File: config.mk
export PLATFORM = sky130hd
export DESIGN_NAME = cdec_decoder
export DESIGN_NICKNAME = d
export VERILOG_FILES = /design/src/rtl/cdec_pkg.sv /design/src/rtl/cdec_decoder.sv
export SDC_FILE = /design/constraint.sdc
export NUM_CORES = 1
export LEC_CHECK = 0
export BUFFER_PORTS_ARGS = -buffer_cell sky130_fd_sc_hd__buf_2
export CAP_MARGIN = 20
export CORE_ASPECT_RATIO = 1.4
export CORE_MARGIN = 10
export CORE_UTILIZATION = 56
export DETAILED_ROUTE_END_ITERATION = 10
export PLACE_DENSITY_LB_ADDON = 0.12
export SLEW_MARGIN = 20
export SYNTH_ARGS = -nofsm -noshare
export SYNTH_HDL_FRONTEND = slang
export SYNTH_SLANG_ARGS = --single-unit
File: constraint.sdc
create_clock -name clk_i -period 3.8 [get_ports clk_i]
set_clock_uncertainty 0.1 [all_clocks]
set_input_delay 0.38 -clock clk_i [delete_from_list [all_inputs] [get_ports clk_i]]
set_output_delay 0.38 -clock clk_i [all_outputs]
set_load 0.1 [all_outputs]
File: src/rtl/cdec_pkg.sv
// Package for the SDRAM command decoder: commands, power states, pin group
// Assumes one 200 MHz clock; the pad logic presents both CA halves per cycle
package cdec_pkg;
	localparam int CA_WIDTH = 10;
	localparam int BANK_WIDTH = 3;
	localparam int ROW_WIDTH = 13;
	localparam int COL_WIDTH = 10;
	localparam int MR_WIDTH = 8;
	localparam int BURST_CNT_WIDTH = 4;
	// Clock cycles of a burst of eight at two beats per clock
	localparam logic [BURST_CNT_WIDTH-1:0] BURST_CYCLES = 4'h4;
	localparam int BANKS_FOR_PB_REFRESH = 8;
	// Field positions on the rising half
	localparam int ROW_HI_POS = 2;
	localparam int BANK_POS = 7;
	localparam int COL_LO_POS = 5;
	localparam int MA_LO_POS = 4;
	localparam int AB_POS = 4;
	// Field positions on the falling half
	localparam int AP_POS = 0;
	localparam int COL_HI_POS = 1;
	localparam int MA_HI_POS = 0;
	localparam int OP_POS = 2;

	typedef enum logic [3:0] {
		CDEC_CMD_NONE = 4'h0,
		CDEC_CMD_MODE_WRITE = 4'h1,
		CDEC_CMD_MODE_READ = 4'h2,
		CDEC_CMD_REF_ONE = 4'h3,
		CDEC_CMD_REF_ALL = 4'h4,
		CDEC_CMD_ACTIVATE = 4'h5,
		CDEC_CMD_WRITE = 4'h6,
		CDEC_CMD_READ = 4'h7,
		CDEC_CMD_PRECHARGE = 4'h8,
		CDEC_CMD_BURST_STOP = 4'h9
	} cdec_cmd_code_t;

	typedef enum logic [1:0] {
		CDEC_PWR_ACTIVE = 2'h0,
		CDEC_PWR_LOW = 2'h1,
		CDEC_PWR_SELF_REFRESH = 2'h2,
		CDEC_PWR_DEEP_SLEEP = 2'h3
	} cdec_pwr_t;

	typedef struct packed {
		logic cs_n;
		logic cke;
		logic [CA_WIDTH-1:0] ca_rise;
		logic [CA_WIDTH-1:0] ca_fall;
	} cdec_pins_t;

	typedef struct packed {
		cdec_cmd_code_t code;
		logic [BANK_WIDTH-1:0] bank;
		logic [ROW_WIDTH-1:0] row;
		logic [COL_WIDTH-1:0] col;
		logic [MR_WIDTH-1:0] mode_reg_index;
		logic [MR_WIDTH-1:0] mode_reg_value;
		logic auto_close_flag;
		logic all_banks_flag;
	} cdec_cmd_t;

	localparam cdec_pins_t PINS_RESET = '{cs_n: 1'b1, cke: 1'b1, ca_rise: '1, ca_fall: '1};
endpackage

File: src/rtl/cdec_decoder.sv
// SDRAM command decoder: samples the command pins, decodes commands,
// tracks power state and the data burst with its automatic bank close.
// Assumes the pad logic hands over the rising and falling CA halves each cycle.
`timescale 1ns/100ps
module cdec_decoder #(
	parameter int NUM_BANKS = 8,
	parameter logic [cdec_pkg::BURST_CNT_WIDTH-1:0] BURST_LEN = cdec_pkg::BURST_CYCLES
) (
	input wire logic clk_i, // 200 MHz clock
	input wire logic rst_i, // Synchronous reset, active high
	input wire logic cs_n_i, // Chip select pin, active low
	input wire logic cke_i, // Clock enable pin
	input wire logic [cdec_pkg::CA_WIDTH-1:0] ca_rise_i, // CA bus, rising half
	input wire logic [cdec_pkg::CA_WIDTH-1:0] ca_fall_i, // CA bus, falling half
	output cdec_pkg::cdec_cmd_t cmd_o, // Decoded command fields
	output logic cmd_valid_o, // One-cycle pulse per command
	output cdec_pkg::cdec_pwr_t pwr_state_o, // Power state
	output logic burst_active_o, // Data burst running
	output logic auto_close_o, // Pulse: bank closes after burst
	output logic illegal_o // Sticky illegal event seen
);
	import cdec_pkg::*;

	cdec_pins_t pins_meta, pins_sync;
	logic cke_prev;
	cdec_cmd_t next_cmd;
	logic next_cmd_valid;
	cdec_pwr_t next_pwr;
	logic next_illegal;
	logic [BURST_CNT_WIDTH-1:0] burst_cnt, next_burst_cnt;
	logic close_pending, next_close_pending;
	logic next_burst_active, next_auto_close;
	logic is_idle;
	logic [3:0] op;

	// Two-stage sampling of the pins, rising edge only
	always_ff @(posedge clk_i) begin
		if (rst_i) begin
			pins_meta <= PINS_RESET;
			pins_sync <= PINS_RESET;
			cke_prev <= 1'b1;
		end else begin
			pins_meta <= '{cs_n: cs_n_i, cke: cke_i, ca_rise: ca_rise_i, ca_fall: ca_fall_i};
			pins_sync <= pins_meta;
			cke_prev <= pins_sync.cke;
		end
	end

	assign op = pins_sync.ca_rise[3:0];
	assign is_idle = pins_sync.cs_n || (op[2:0] == 3'h7);

	always_comb begin
		next_cmd = cmd_o;
		next_cmd_valid = 1'b0;
		next_pwr = pwr_state_o;
		next_illegal = illegal_o;
		next_burst_cnt = burst_cnt;
		next_close_pending = close_pending;
		next_auto_close = 1'b0;
		// Burst runs down on its own; idle does not touch it
		if (burst_cnt != '0) begin
			next_burst_cnt = burst_cnt - 1'b1;
			if (burst_cnt == 4'h1 && close_pending) begin
				next_auto_close = 1'b1;
				next_close_pending = 1'b0;
			end
		end
		// Decode from CS, CA0..CA3 and both CKE samples
		case ({cke_prev, pins_sync.cke})
			2'b11: begin
				if (pwr_state_o != CDEC_PWR_ACTIVE) begin
					next_illegal = 1'b1;
				end else if (!is_idle) begin
					next_cmd = '0;
					next_cmd_valid = 1'b1;
					next_cmd.bank = pins_sync.ca_rise[BANK_POS +: BANK_WIDTH];
					if (op[1:0] == 2'b10) begin
						next_cmd.code = CDEC_CMD_ACTIVATE;
						next_cmd.row = {pins_sync.ca_rise[ROW_HI_POS +: 5], pins_sync.ca_fall[7:0]};
					end else begin
						case (op)
							4'h0, 4'h8: begin
								next_cmd.code = op[3] ? CDEC_CMD_MODE_READ : CDEC_CMD_MODE_WRITE;
								next_cmd.bank = '0;
								next_cmd.mode_reg_index = {pins_sync.ca_fall[MA_HI_POS +: 2],
									pins_sync.ca_rise[MA_LO_POS +: 6]};
								next_cmd.mode_reg_value = op[3] ? 8'h00 : pins_sync.ca_fall[OP_POS +: 8];
							end
							4'h4, 4'hC: begin
								next_cmd.code = op[3] ? CDEC_CMD_REF_ALL : CDEC_CMD_REF_ONE;
								next_cmd.bank = '0;
								if (!op[3] && NUM_BANKS != BANKS_FOR_PB_REFRESH) begin
									next_cmd_valid = 1'b0;
									next_illegal = 1'b1;
								end
							end
							4'h1, 4'h9, 4'h5, 4'hD: begin
								next_cmd.code = op[2] ? CDEC_CMD_READ : CDEC_CMD_WRITE;
								next_cmd.col = {pins_sync.ca_fall[COL_HI_POS +: 7],
									pins_sync.ca_rise[COL_LO_POS +: 2], 1'b0};
								next_cmd.auto_close_flag = pins_sync.ca_fall[AP_POS];
								next_burst_cnt = BURST_LEN;
								next_close_pending = pins_sync.ca_fall[AP_POS];
							end
							4'hB: begin
								next_cmd.code = CDEC_CMD_PRECHARGE;
								next_cmd.all_banks_flag = pins_sync.ca_rise[AB_POS];
								if (pins_sync.ca_rise[AB_POS]) begin
									next_cmd.bank = '0;
								end
							end
							4'h3: begin
								next_cmd.code = CDEC_CMD_BURST_STOP;
								next_cmd.bank = '0;
								next_burst_cnt = '0;
								next_close_pending = 1'b0;
							end
							default: begin
								next_cmd_valid = 1'b0;
								next_illegal = 1'b1;
							end
						endcase
					end
				end
			end
			2'b10: begin
				if (pwr_state_o != CDEC_PWR_ACTIVE) begin
					next_illegal = 1'b1;
				end else if (pins_sync.cs_n) begin
					next_pwr = CDEC_PWR_LOW;
				end else if (op[2:0] == 3'h4) begin
					next_pwr = CDEC_PWR_SELF_REFRESH;
				end else if (op[2:0] == 3'h3) begin
					next_pwr = CDEC_PWR_DEEP_SLEEP;
				end else begin
					next_illegal = 1'b1;
				end
			end
			2'b01: begin
				if (pins_sync.cs_n) begin
					next_pwr = CDEC_PWR_ACTIVE;
				end else begin
					next_illegal = 1'b1;
				end
			end
			default: begin
				next_pwr = pwr_state_o;
			end
		endcase
		next_burst_active = (next_burst_cnt != '0);
	end

	always_ff @(posedge clk_i) begin
		if (rst_i) begin
			cmd_o <= '0;
			cmd_valid_o <= 1'b0;
			pwr_state_o <= CDEC_PWR_ACTIVE;
			illegal_o <= 1'b0;
			burst_cnt <= '0;
			close_pending <= 1'b0;
			burst_active_o <= 1'b0;
			auto_close_o <= 1'b0;
		end else begin
			cmd_o <= next_cmd;
			cmd_valid_o <= next_cmd_valid;
			pwr_state_o <= next_pwr;
			illegal_o <= next_illegal;
			burst_cnt <= next_burst_cnt;
			close_pending <= next_close_pending;
			burst_active_o <= next_burst_active;
			auto_close_o <= next_auto_close;
		end
	end
endmodule

-- Word-level counts from Yosys, hierarchy flattened
Index checks and enable logic that the tools add are counted.
- bits in registers: 104
- input port bits: 24
- logic and storage cells: 121
- add/sub/neg operators: 1
- equal/unequal tests: 27
- mux-type cells: 47
- bitwise logic cells: 4
- reduce and logical (&&, ||, !) cells: 18
- operators with widths (kind ; count):
    28-bit 2-to-1 mux ; 1
    4-bit 2-to-1 mux ; 6
    1-bit 2-to-1 mux ; 21
    4-bit == test, second input constant ; 5
    4-bit one-hot mux with 5 select lines ; 1
    3-bit inequality test, second input constant ; 6
    16-bit 2-to-1 mux ; 1
    13-bit 2-to-1 mux ; 1
    2-bit 2-to-1 mux ; 6
    10-bit 2-to-1 mux ; 1
    10-bit OR reduction ; 1
    3-bit 2-to-1 mux ; 3
    4-bit by 1-bit == test with 1-bit output, second input constant ; 2
    4-bit by 3-bit == test with 1-bit output, second input constant ; 2
    8-bit 2-to-1 mux ; 1
    4-bit one-hot mux with 2 select lines ; 1
    8-bit AND reduction ; 1
    4-bit nonzero test ; 2
    4-bit OR reduction ; 2
    2-bit == test, second input constant ; 3
    3-bit == test, second input constant ; 2
    2-bit inequality test, second input constant ; 3
    3-bit one-hot mux with 2 select lines ; 1
    2-bit OR reduction ; 3
    17 further kinds ; 21

-- Depth between registers and ports, before layout
Gate-level depths: netlist of the first run.
- word-level depth: 9
- depth in mapped cells: 6
- gate-level depth less buffers: 6

-- Least setup slack after synthesis of the first run
Ideal clock, no wire load.
- kind: register -> register
- start point: register pwr_state_o[0]
- end point: register cmd_o[30] (netlist name)
- setup time: 0.062 ns
- arrival: 1.980 ns
- data required time: 3.638 ns
- slack: 1.657 ns
- stages on the path, launching flop included: 7
- buffers on the path: 2
- period minus slack after synthesis: 2.143 ns
- path through: dfxtp_1 nor4b_4 and3_1 buf_2 nor2_1 buf_2 a22o_1
- cells in the longest elaborated chain, start to end: 3
- ends and longest elaborated chain (element ; RTL line ; source):
    start: declaration ; cdec_decoder.sv:17 ; output cdec_pkg::cdec_pwr_t pwr_state_o,
    start signal: assignment ; cdec_decoder.sv:166 ; pwr_state_o <= next_pwr;
    2-bit nonzero test ; cdec_decoder.sv:71 ; if (pwr_state_o != CDEC_PWR_ACTIVE) begin
    1-bit inverter (no source line) ; n/a ;
    3-bit AND reduction (no source line) ; n/a ;
    end signal: assignment ; cdec_decoder.sv:164 ; cmd_o <= next_cmd;
    end: declaration ; cdec_decoder.sv:15 ; output cdec_pkg::cdec_cmd_t cmd_o,
Every way passes these cells.
A chain may end at the register's enable or synchronous reset.

-- Worst setup path after layout of the first run
- start point: register pins_sync, in the netlist op[0]
- end point: register cmd_o[29] (netlist name)
- cells in the longest elaborated chain, start to end: 4
- ends and longest elaborated chain (element ; RTL line ; source):
    start: declaration ; cdec_decoder.sv:24 ; cdec_pins_t pins_meta, pins_sync;
    start signal: assignment ; cdec_decoder.sv:44 ; pins_sync <= pins_meta;
    3-bit == test ; cdec_decoder.sv:50 ; assign is_idle = pins_sync.cs_n || (op[2:0] == 3'h7);
    1-bit logical OR ; cdec_decoder.sv:50 ;
    1-bit inverter (no source line) ; n/a ;
    3-bit AND reduction (no source line) ; n/a ;
Parallel ways exist; a longest one is shown, timed or not.

==> results_dict.tcl, run 1 <==
set metrics [dict create \
    startpoint "op[0]" \
    cp-start-kind "flip-flop" \
    postCtsSetupBuffers 0 \
    synth.avg_cell_area_sq_um 10.1 \
    path_class "reg2reg" \
    p_leak_nw 1.79 \
    overflow 0 \
    avgViaCountPerCell 5.21 \
    cts_tree "yes" \
    cts_buffers 9 \
    ys_types 39 \
    period_share_pct 63.5 \
    dieArea_sq_um 9910 \
    area_growth_pct 17.3 \
    fin_crit_ps 2410 \
    maxSlewViolCount 0 \
    yosysWarnings 0 \
    synth_edf_count 0 \
    drv_cap 0 \
    initial_core_util_pct 57.1 \
    required_ps 4010 \
    die_w_microns 87.1 \
    drtIter0Drc 154 \
    slew-limit-headroom_pct 40.4 \
    antenna_found_initial 0 \
    seq_area_frac_synth_pct 58.5 \
    hp-start "ca_fall_i[2]" \
    grt_pass1_vias 2449 \
    power_density_nw_per_um2 537 \
    num_io_pins 78 \
    tightest_slew_ps 891 \
    cp_max_fo 16 \
    synth-async-reset-ratio_pct 0 \
    ir_drop_mv 0.282 \
    clk_pin_slew_worst_paths_ps 100 \
    hold_buffers 0 \
    post-place-ws_ps 1360 \
    cts_buffer_depth 2 \
    worst_slack_ps 1390 \
    pwr-share-comb_pct 13.1 \
    clk-insertion-delay-late_ps 360 \
    ant_nets 0 \
    dp_hpwl_microns 5220 \
    gp_congestion 0.851 \
    layout.nets 441 \
    root_buffer "clkbuf_8" \
    layout_commonest_cell "dfxtp_1" \
    power_frac_seq_pct 52.4 \
    final_cell_mix "dfxtp_1 (103), buf_2 (76), or2_2 (46), nor2_1 (29), a21oi_1 (26)" \
    grt_pass1_wl_microns 12100 \
    grt_use_total_pct 15.0 \
    hold_path.class "in2reg" \
    pwr-share-clk_pct 34.5 \
    ctsResizeCount 0 \
    vias 2564 \
    p_sw_share_pct 26.8 \
    drcViolationCount 0 \
    fmaxAchievable_mhz 414 \
    synth_seq_cells 103 \
    synth_area_sq_um 3520 \
    grt_max_degree 88 \
    end_kind "flip-flop" \
    htree_levels 3 \
    worstReg2RegStart "op[0]" \
    cts_sinks 103 \
    power.internal_mw 1.63 \
    finalSetupViolations 0 \
    total_power_mw 2.22 \
    core_sq_um 6170 \
    whs_ps 91.0 \
    synth_nets 375 \
    drive_above_1_share_pct 35.0 \
    antenna_cells 0 \
    rows 34 \
    hold_violations 0 \
    num-fill-cells 518 \
    firstDrtPassIters 4 \
    routed_wl_microns 7500 \
    rsz0062_at_grt "no" \
    wl_per_cell_microns 15.2 \
    port_buffers 76 \
    worstPathArrival_ps 2620 \
    die_h_microns 114 \
    ys.flop_type "dfxtp_1" \
    status "finished clean" \
    switching_power_mw 0.596 \
    setup_tns_ps 0 \
    syn_inst 349 \
]
==> cells by family (layout without fill, tap and decap cells) <==
logic type               Yosys count  count (layout)  share of synthesized area (%)
multiplexers                       2               2                          0.568
buffers and inverters             29             100                           3.76
other                              1               1                          0.106
XOR/XNOR                           2               2                          0.497
flip-flops                       103             103                           58.5
AND/OR/NAND/NOR                  143             143                           23.2
AO/OA/AOI/OAI                     67              67                           12.7
adder cells (fa/ha/maj)            2               2                          0.710
==> final cells by class <==
cell class | instances | area (sq um) | share of cell area [%]
flip-flops and latches | 103 | 2060 | 49.9
repair buffers | 78 | 395 | 9.56
clock buffers | 11 | 141 | 3.42
inverters | 6 | 22.5 | 0.545
multi-input cells | 217 | 1340 | 32.3
clock inverters | 5 | 88.8 | 2.15
well taps | 72 | 90.1 | 2.18
==> flip-flops by register name, indices dropped and copies added, names as in the netlist <==
register / count
cmd_o: 47
pins_meta: 22
pins_sync: 18
burst_cnt: 4
op: 4
pwr_state_o: 2
auto_close_o: 1
burst_active_o: 1
cke_prev: 1
close_pending: 1
cmd_valid_o: 1
illegal_o: 1
==> power by group through the flow <==
stage          Sequential (mW)  Clock (mW)  Combinational (mW)
3_3_place_gp              1.19           0               0.284
5_1_grt                   1.17       0.822               0.320
4_1_cts                   1.16       0.781               0.292
2_1_floorplan             1.26           0               0.169
3_5_place_dp              1.19           0               0.290
6_report                  1.16       0.767               0.291
==> synthesized netlist by cell type (3+ instances only) <==
library cell    n  area [sq um]
inv_1           6          22.5
o21ai_0         4          20.0
clkbuf_1       12          45.0
dfxtp_1       103          2060
nand3_1        18          90.1
nor2b_1         3          18.8
nor4b_4         3          71.3
buf_4           4          30.0
a22oi_1        17           128
nand2_1        23          86.3
buf_2           7          35.0
or2_2          46           288
a21oi_1        26           130
a22o_1         12           105
nand2b_1        4          25.0
a211oi_1        4          30.0
nor2_1         29           109
==> final timing paths <==
path	to	slack [ps]	depth (start not counted)
max	cmd_o[29]	1390	4
min	pins_meta[2]	90	2
max reg2reg	cmd_o[29]	1390	4
min reg2reg	pins_sync[14]	310	1
==> per-layer routing <==
metal	up-vias	track usage, %	wire (microns)
met4	0	6.18	107
met5	-	0	0
met3	8	4.85	545
met2	67	24.0	3530
met1	1175	18.1	3320
li1	1314	-	-
==> per-stage QoR <==
step                util, %  cells  instance area [sq um]
floorplan                 -    349                   3520
global route           67.0    492                   4140
detailed placement     63.2    476                   3900
global placement       63.2    476                   3900
CTS                    67.0    492                   4130
finish                 67.0    492                   4140
==> critical path, stage by stage, from the launching register on <==
cell and delay (ps):
dfxtp_1 620, nand3_1 200, and3_1 420, nor2_1 760, a22o_1 260
Note: power is estimated with default switching activity, not from simulation.
==> run 2: changes to the inputs <==
--- a/config.mk
+++ b/config.mk
@@ -9,7 +9,7 @@
 export CAP_MARGIN = 20
 export CORE_ASPECT_RATIO = 1.4
 export CORE_MARGIN = 10
-export CORE_UTILIZATION = 56
+export CORE_UTILIZATION = 48
 export DETAILED_ROUTE_END_ITERATION = 10
 export PLACE_DENSITY_LB_ADDON = 0.12
 export SLEW_MARGIN = 20
==> constraint.sdc (replaced) <==
create_clock -name clk_i -period 2.1 [get_ports clk_i]
set_clock_uncertainty 0.1 [all_clocks]
set_input_delay 0.21 -clock clk_i [delete_from_list [all_inputs] [get_ports clk_i]]
set_output_delay 0.21 -clock clk_i [all_outputs]
set_load 0.1 [all_outputs]
==> run 2 against run 1 <==
  * Global-route usage is 1.0 points lower
  * Critical path type unchanged
  * Sequential power grew 82%
  * Hold slack improved by 130 ps
==> results_dict.tcl, run 2 (synthesis gave the netlist of run 1 again) <==
set metrics [dict create \
    status "finished clean" \
    vias 2648 \
    antenna_cells 0 \
    largest_reg_flops 47 \
    layout.nets 469 \
    reg_top3 "cmd_o (47), pins_meta (22), pins_sync (18)" \
    core_sq_um 7070 \
    cp_max_fo 8 \
    crit_buf_inv 0 \
    required_ps 2310 \
    slew-limit-headroom_pct 62.2 \
    ir_drop_mv 0.580 \
    critical-path-top-delay-family "simple AND/OR/NAND/NOR gates" \
    power_density_nw_per_um2 863 \
    p_leak_nw 1.90 \
    clk-insertion-delay-late_ps 370 \
    antenna_found_initial 0 \
    cts_buffer_depth 2 \
    final_cell_area_sq_um 4390 \
    hold_path.class "in2reg" \
    dieArea_sq_um 11200 \
    firstDrtPassIters 4 \
    wl_per_cell_microns 14.4 \
    cts_tree "yes" \
    grt_pass1_vias 2594 \
    clk_pin_slew_worst_paths_ps 100 \
    setup_tns_ps 0 \
    cts_buffers 9 \
    top_register "cmd_o" \
    place_inst 505 \
    rows 36 \
    path_class "reg2reg" \
    tightest_slew_ps 565 \
    finalSetupViolations 0 \
    critPathSlowestCell "or4b_4" \
    maxSlewViolCount 0 \
    port_buffers 76 \
    area_growth_pct 24.6 \
    avgViaCountPerCell 4.88 \
    hold_depth 3 \
    placed_area_sq_um 3990 \
    hold_violations 0 \
    r2r_cells 4 \
    num-fill-cells 618 \
    crit_chain "or4b_4 > nor4b_4 > a22oi_1 > nor2_1" \
    grt_pass1_wl_microns 12800 \
    end_kind "flip-flop" \
    cp-start-kind "flip-flop" \
    die_h_microns 121 \
    grt_use_total_pct 14.0 \
    overflow 0 \
    grt_max_degree 36 \
    holdPathEnd "cmd_o[5]" \
    multi_input_area_sq_um 1330 \
    routed_wl_microns 7810 \
    drive_above_1_share_pct 34.8 \
    drtIter0Drc 187 \
    rrSetupSlack_ps 230 \
    drv_cap 0 \
    dp_hpwl_microns 5540 \
    initial_core_util_pct 49.8 \
    period_share_pct 89.2 \
    final_cell_mix "dfxtp_1 (101), buf_2 (76), or2_2 (46), nor2_1 (28), a21oi_1 (26)" \
    fin_crit_ps 1870 \
    ant_nets 0 \
    drcViolationCount 0 \
    layout_commonest_cell "dfxtp_1" \
    stdcell_count 543 \
    worstReg2RegStart "cke_prev" \
    root_buffer "clkbuf_8" \
    fmaxAchievable_mhz 534 \
    worstPathArrival_ps 2090 \
    num_io_pins 78 \
    max_stage_delay_ps 520 \
    regArea_sq_um 2060 \
    gp_congestion 0.807 \
    hp-start "rst_i" \
    r2r_end "cmd_o[2]" \
    die_w_microns 92.4 \
    rsz0062_at_grt "no" \
    htree_levels 3 \
    cts_sinks 103 \
]
run 2: routing by layer:
layer,vias to the layer above,global-route usage (%),wire [microns]
met1,1198,16.4,3580
li1,1375,-,-
met5,-,0,0
met4,0,6.48,146
met3,16,4.95,496
met2,59,22.4,3580
run 2: cell type report:
cell class                      instances  share of cell area (%)
Sequential cell                       103                    47.0
Multi-Input combinational cell        217                    30.3
Clock buffer                            9                    2.82
Timing Repair Buffer                  106                    15.3
Tap cell                               95                    2.71
Inverter                                6                   0.513
Clock inverter                          7                    1.31
run 2: power breakdown:
part | switching [mW] | leakage, nW | internal (mW)
logic | 0.345 | 0.960 | 0.215
registers | 0.0678 | 0.843 | 2.04
clock network | 0.677 | 0.0930 | 0.446
total | 1.09 | 1.90 | 2.70
run 2: worst max path at each step:
stage	from	endpoint	slack, ps	depth (start not counted)
2_1_floorplan	pwr_state_o[0]	cmd_o[30]	230	6
3_3_place_gp	pwr_state_o[0]	cmd_o[4]	300	4
3_5_place_dp	pwr_state_o[0]	cmd_o[2]	220	4
4_1_cts	op[1]	cmd_o[39]	200	4
5_1_grt	cke_prev	cmd_o[4]	90	4
6_report	cke_prev	cmd_o[2]	230	4
run 2: tightest hold or removal path: stages:
cell	delay, ps
buf_2	130
buf_4	210
nor2_1	110
run 2: repair_timing:
action / 4_1_cts / 5_1_grt
hold endpoints to repair: 22 / 0
buffers inserted: 0 / 0
resized for setup: 0 / 1
setup endpoints to repair: 0 / 2
hold buffers: 22 / 0
run 2: stage by stage:
stage          power [mW]  worst slack (ps)  hold WS, ps  utilization [%]
2_1_floorplan        2.58               226          214                -
3_3_place_gp         2.67               297          292             56.4
3_5_place_dp         2.68               222          293             56.4
4_1_cts              3.83               202          205             62.1
5_1_grt              3.97              86.8          233             62.1
6_report             3.79               227          223             62.1
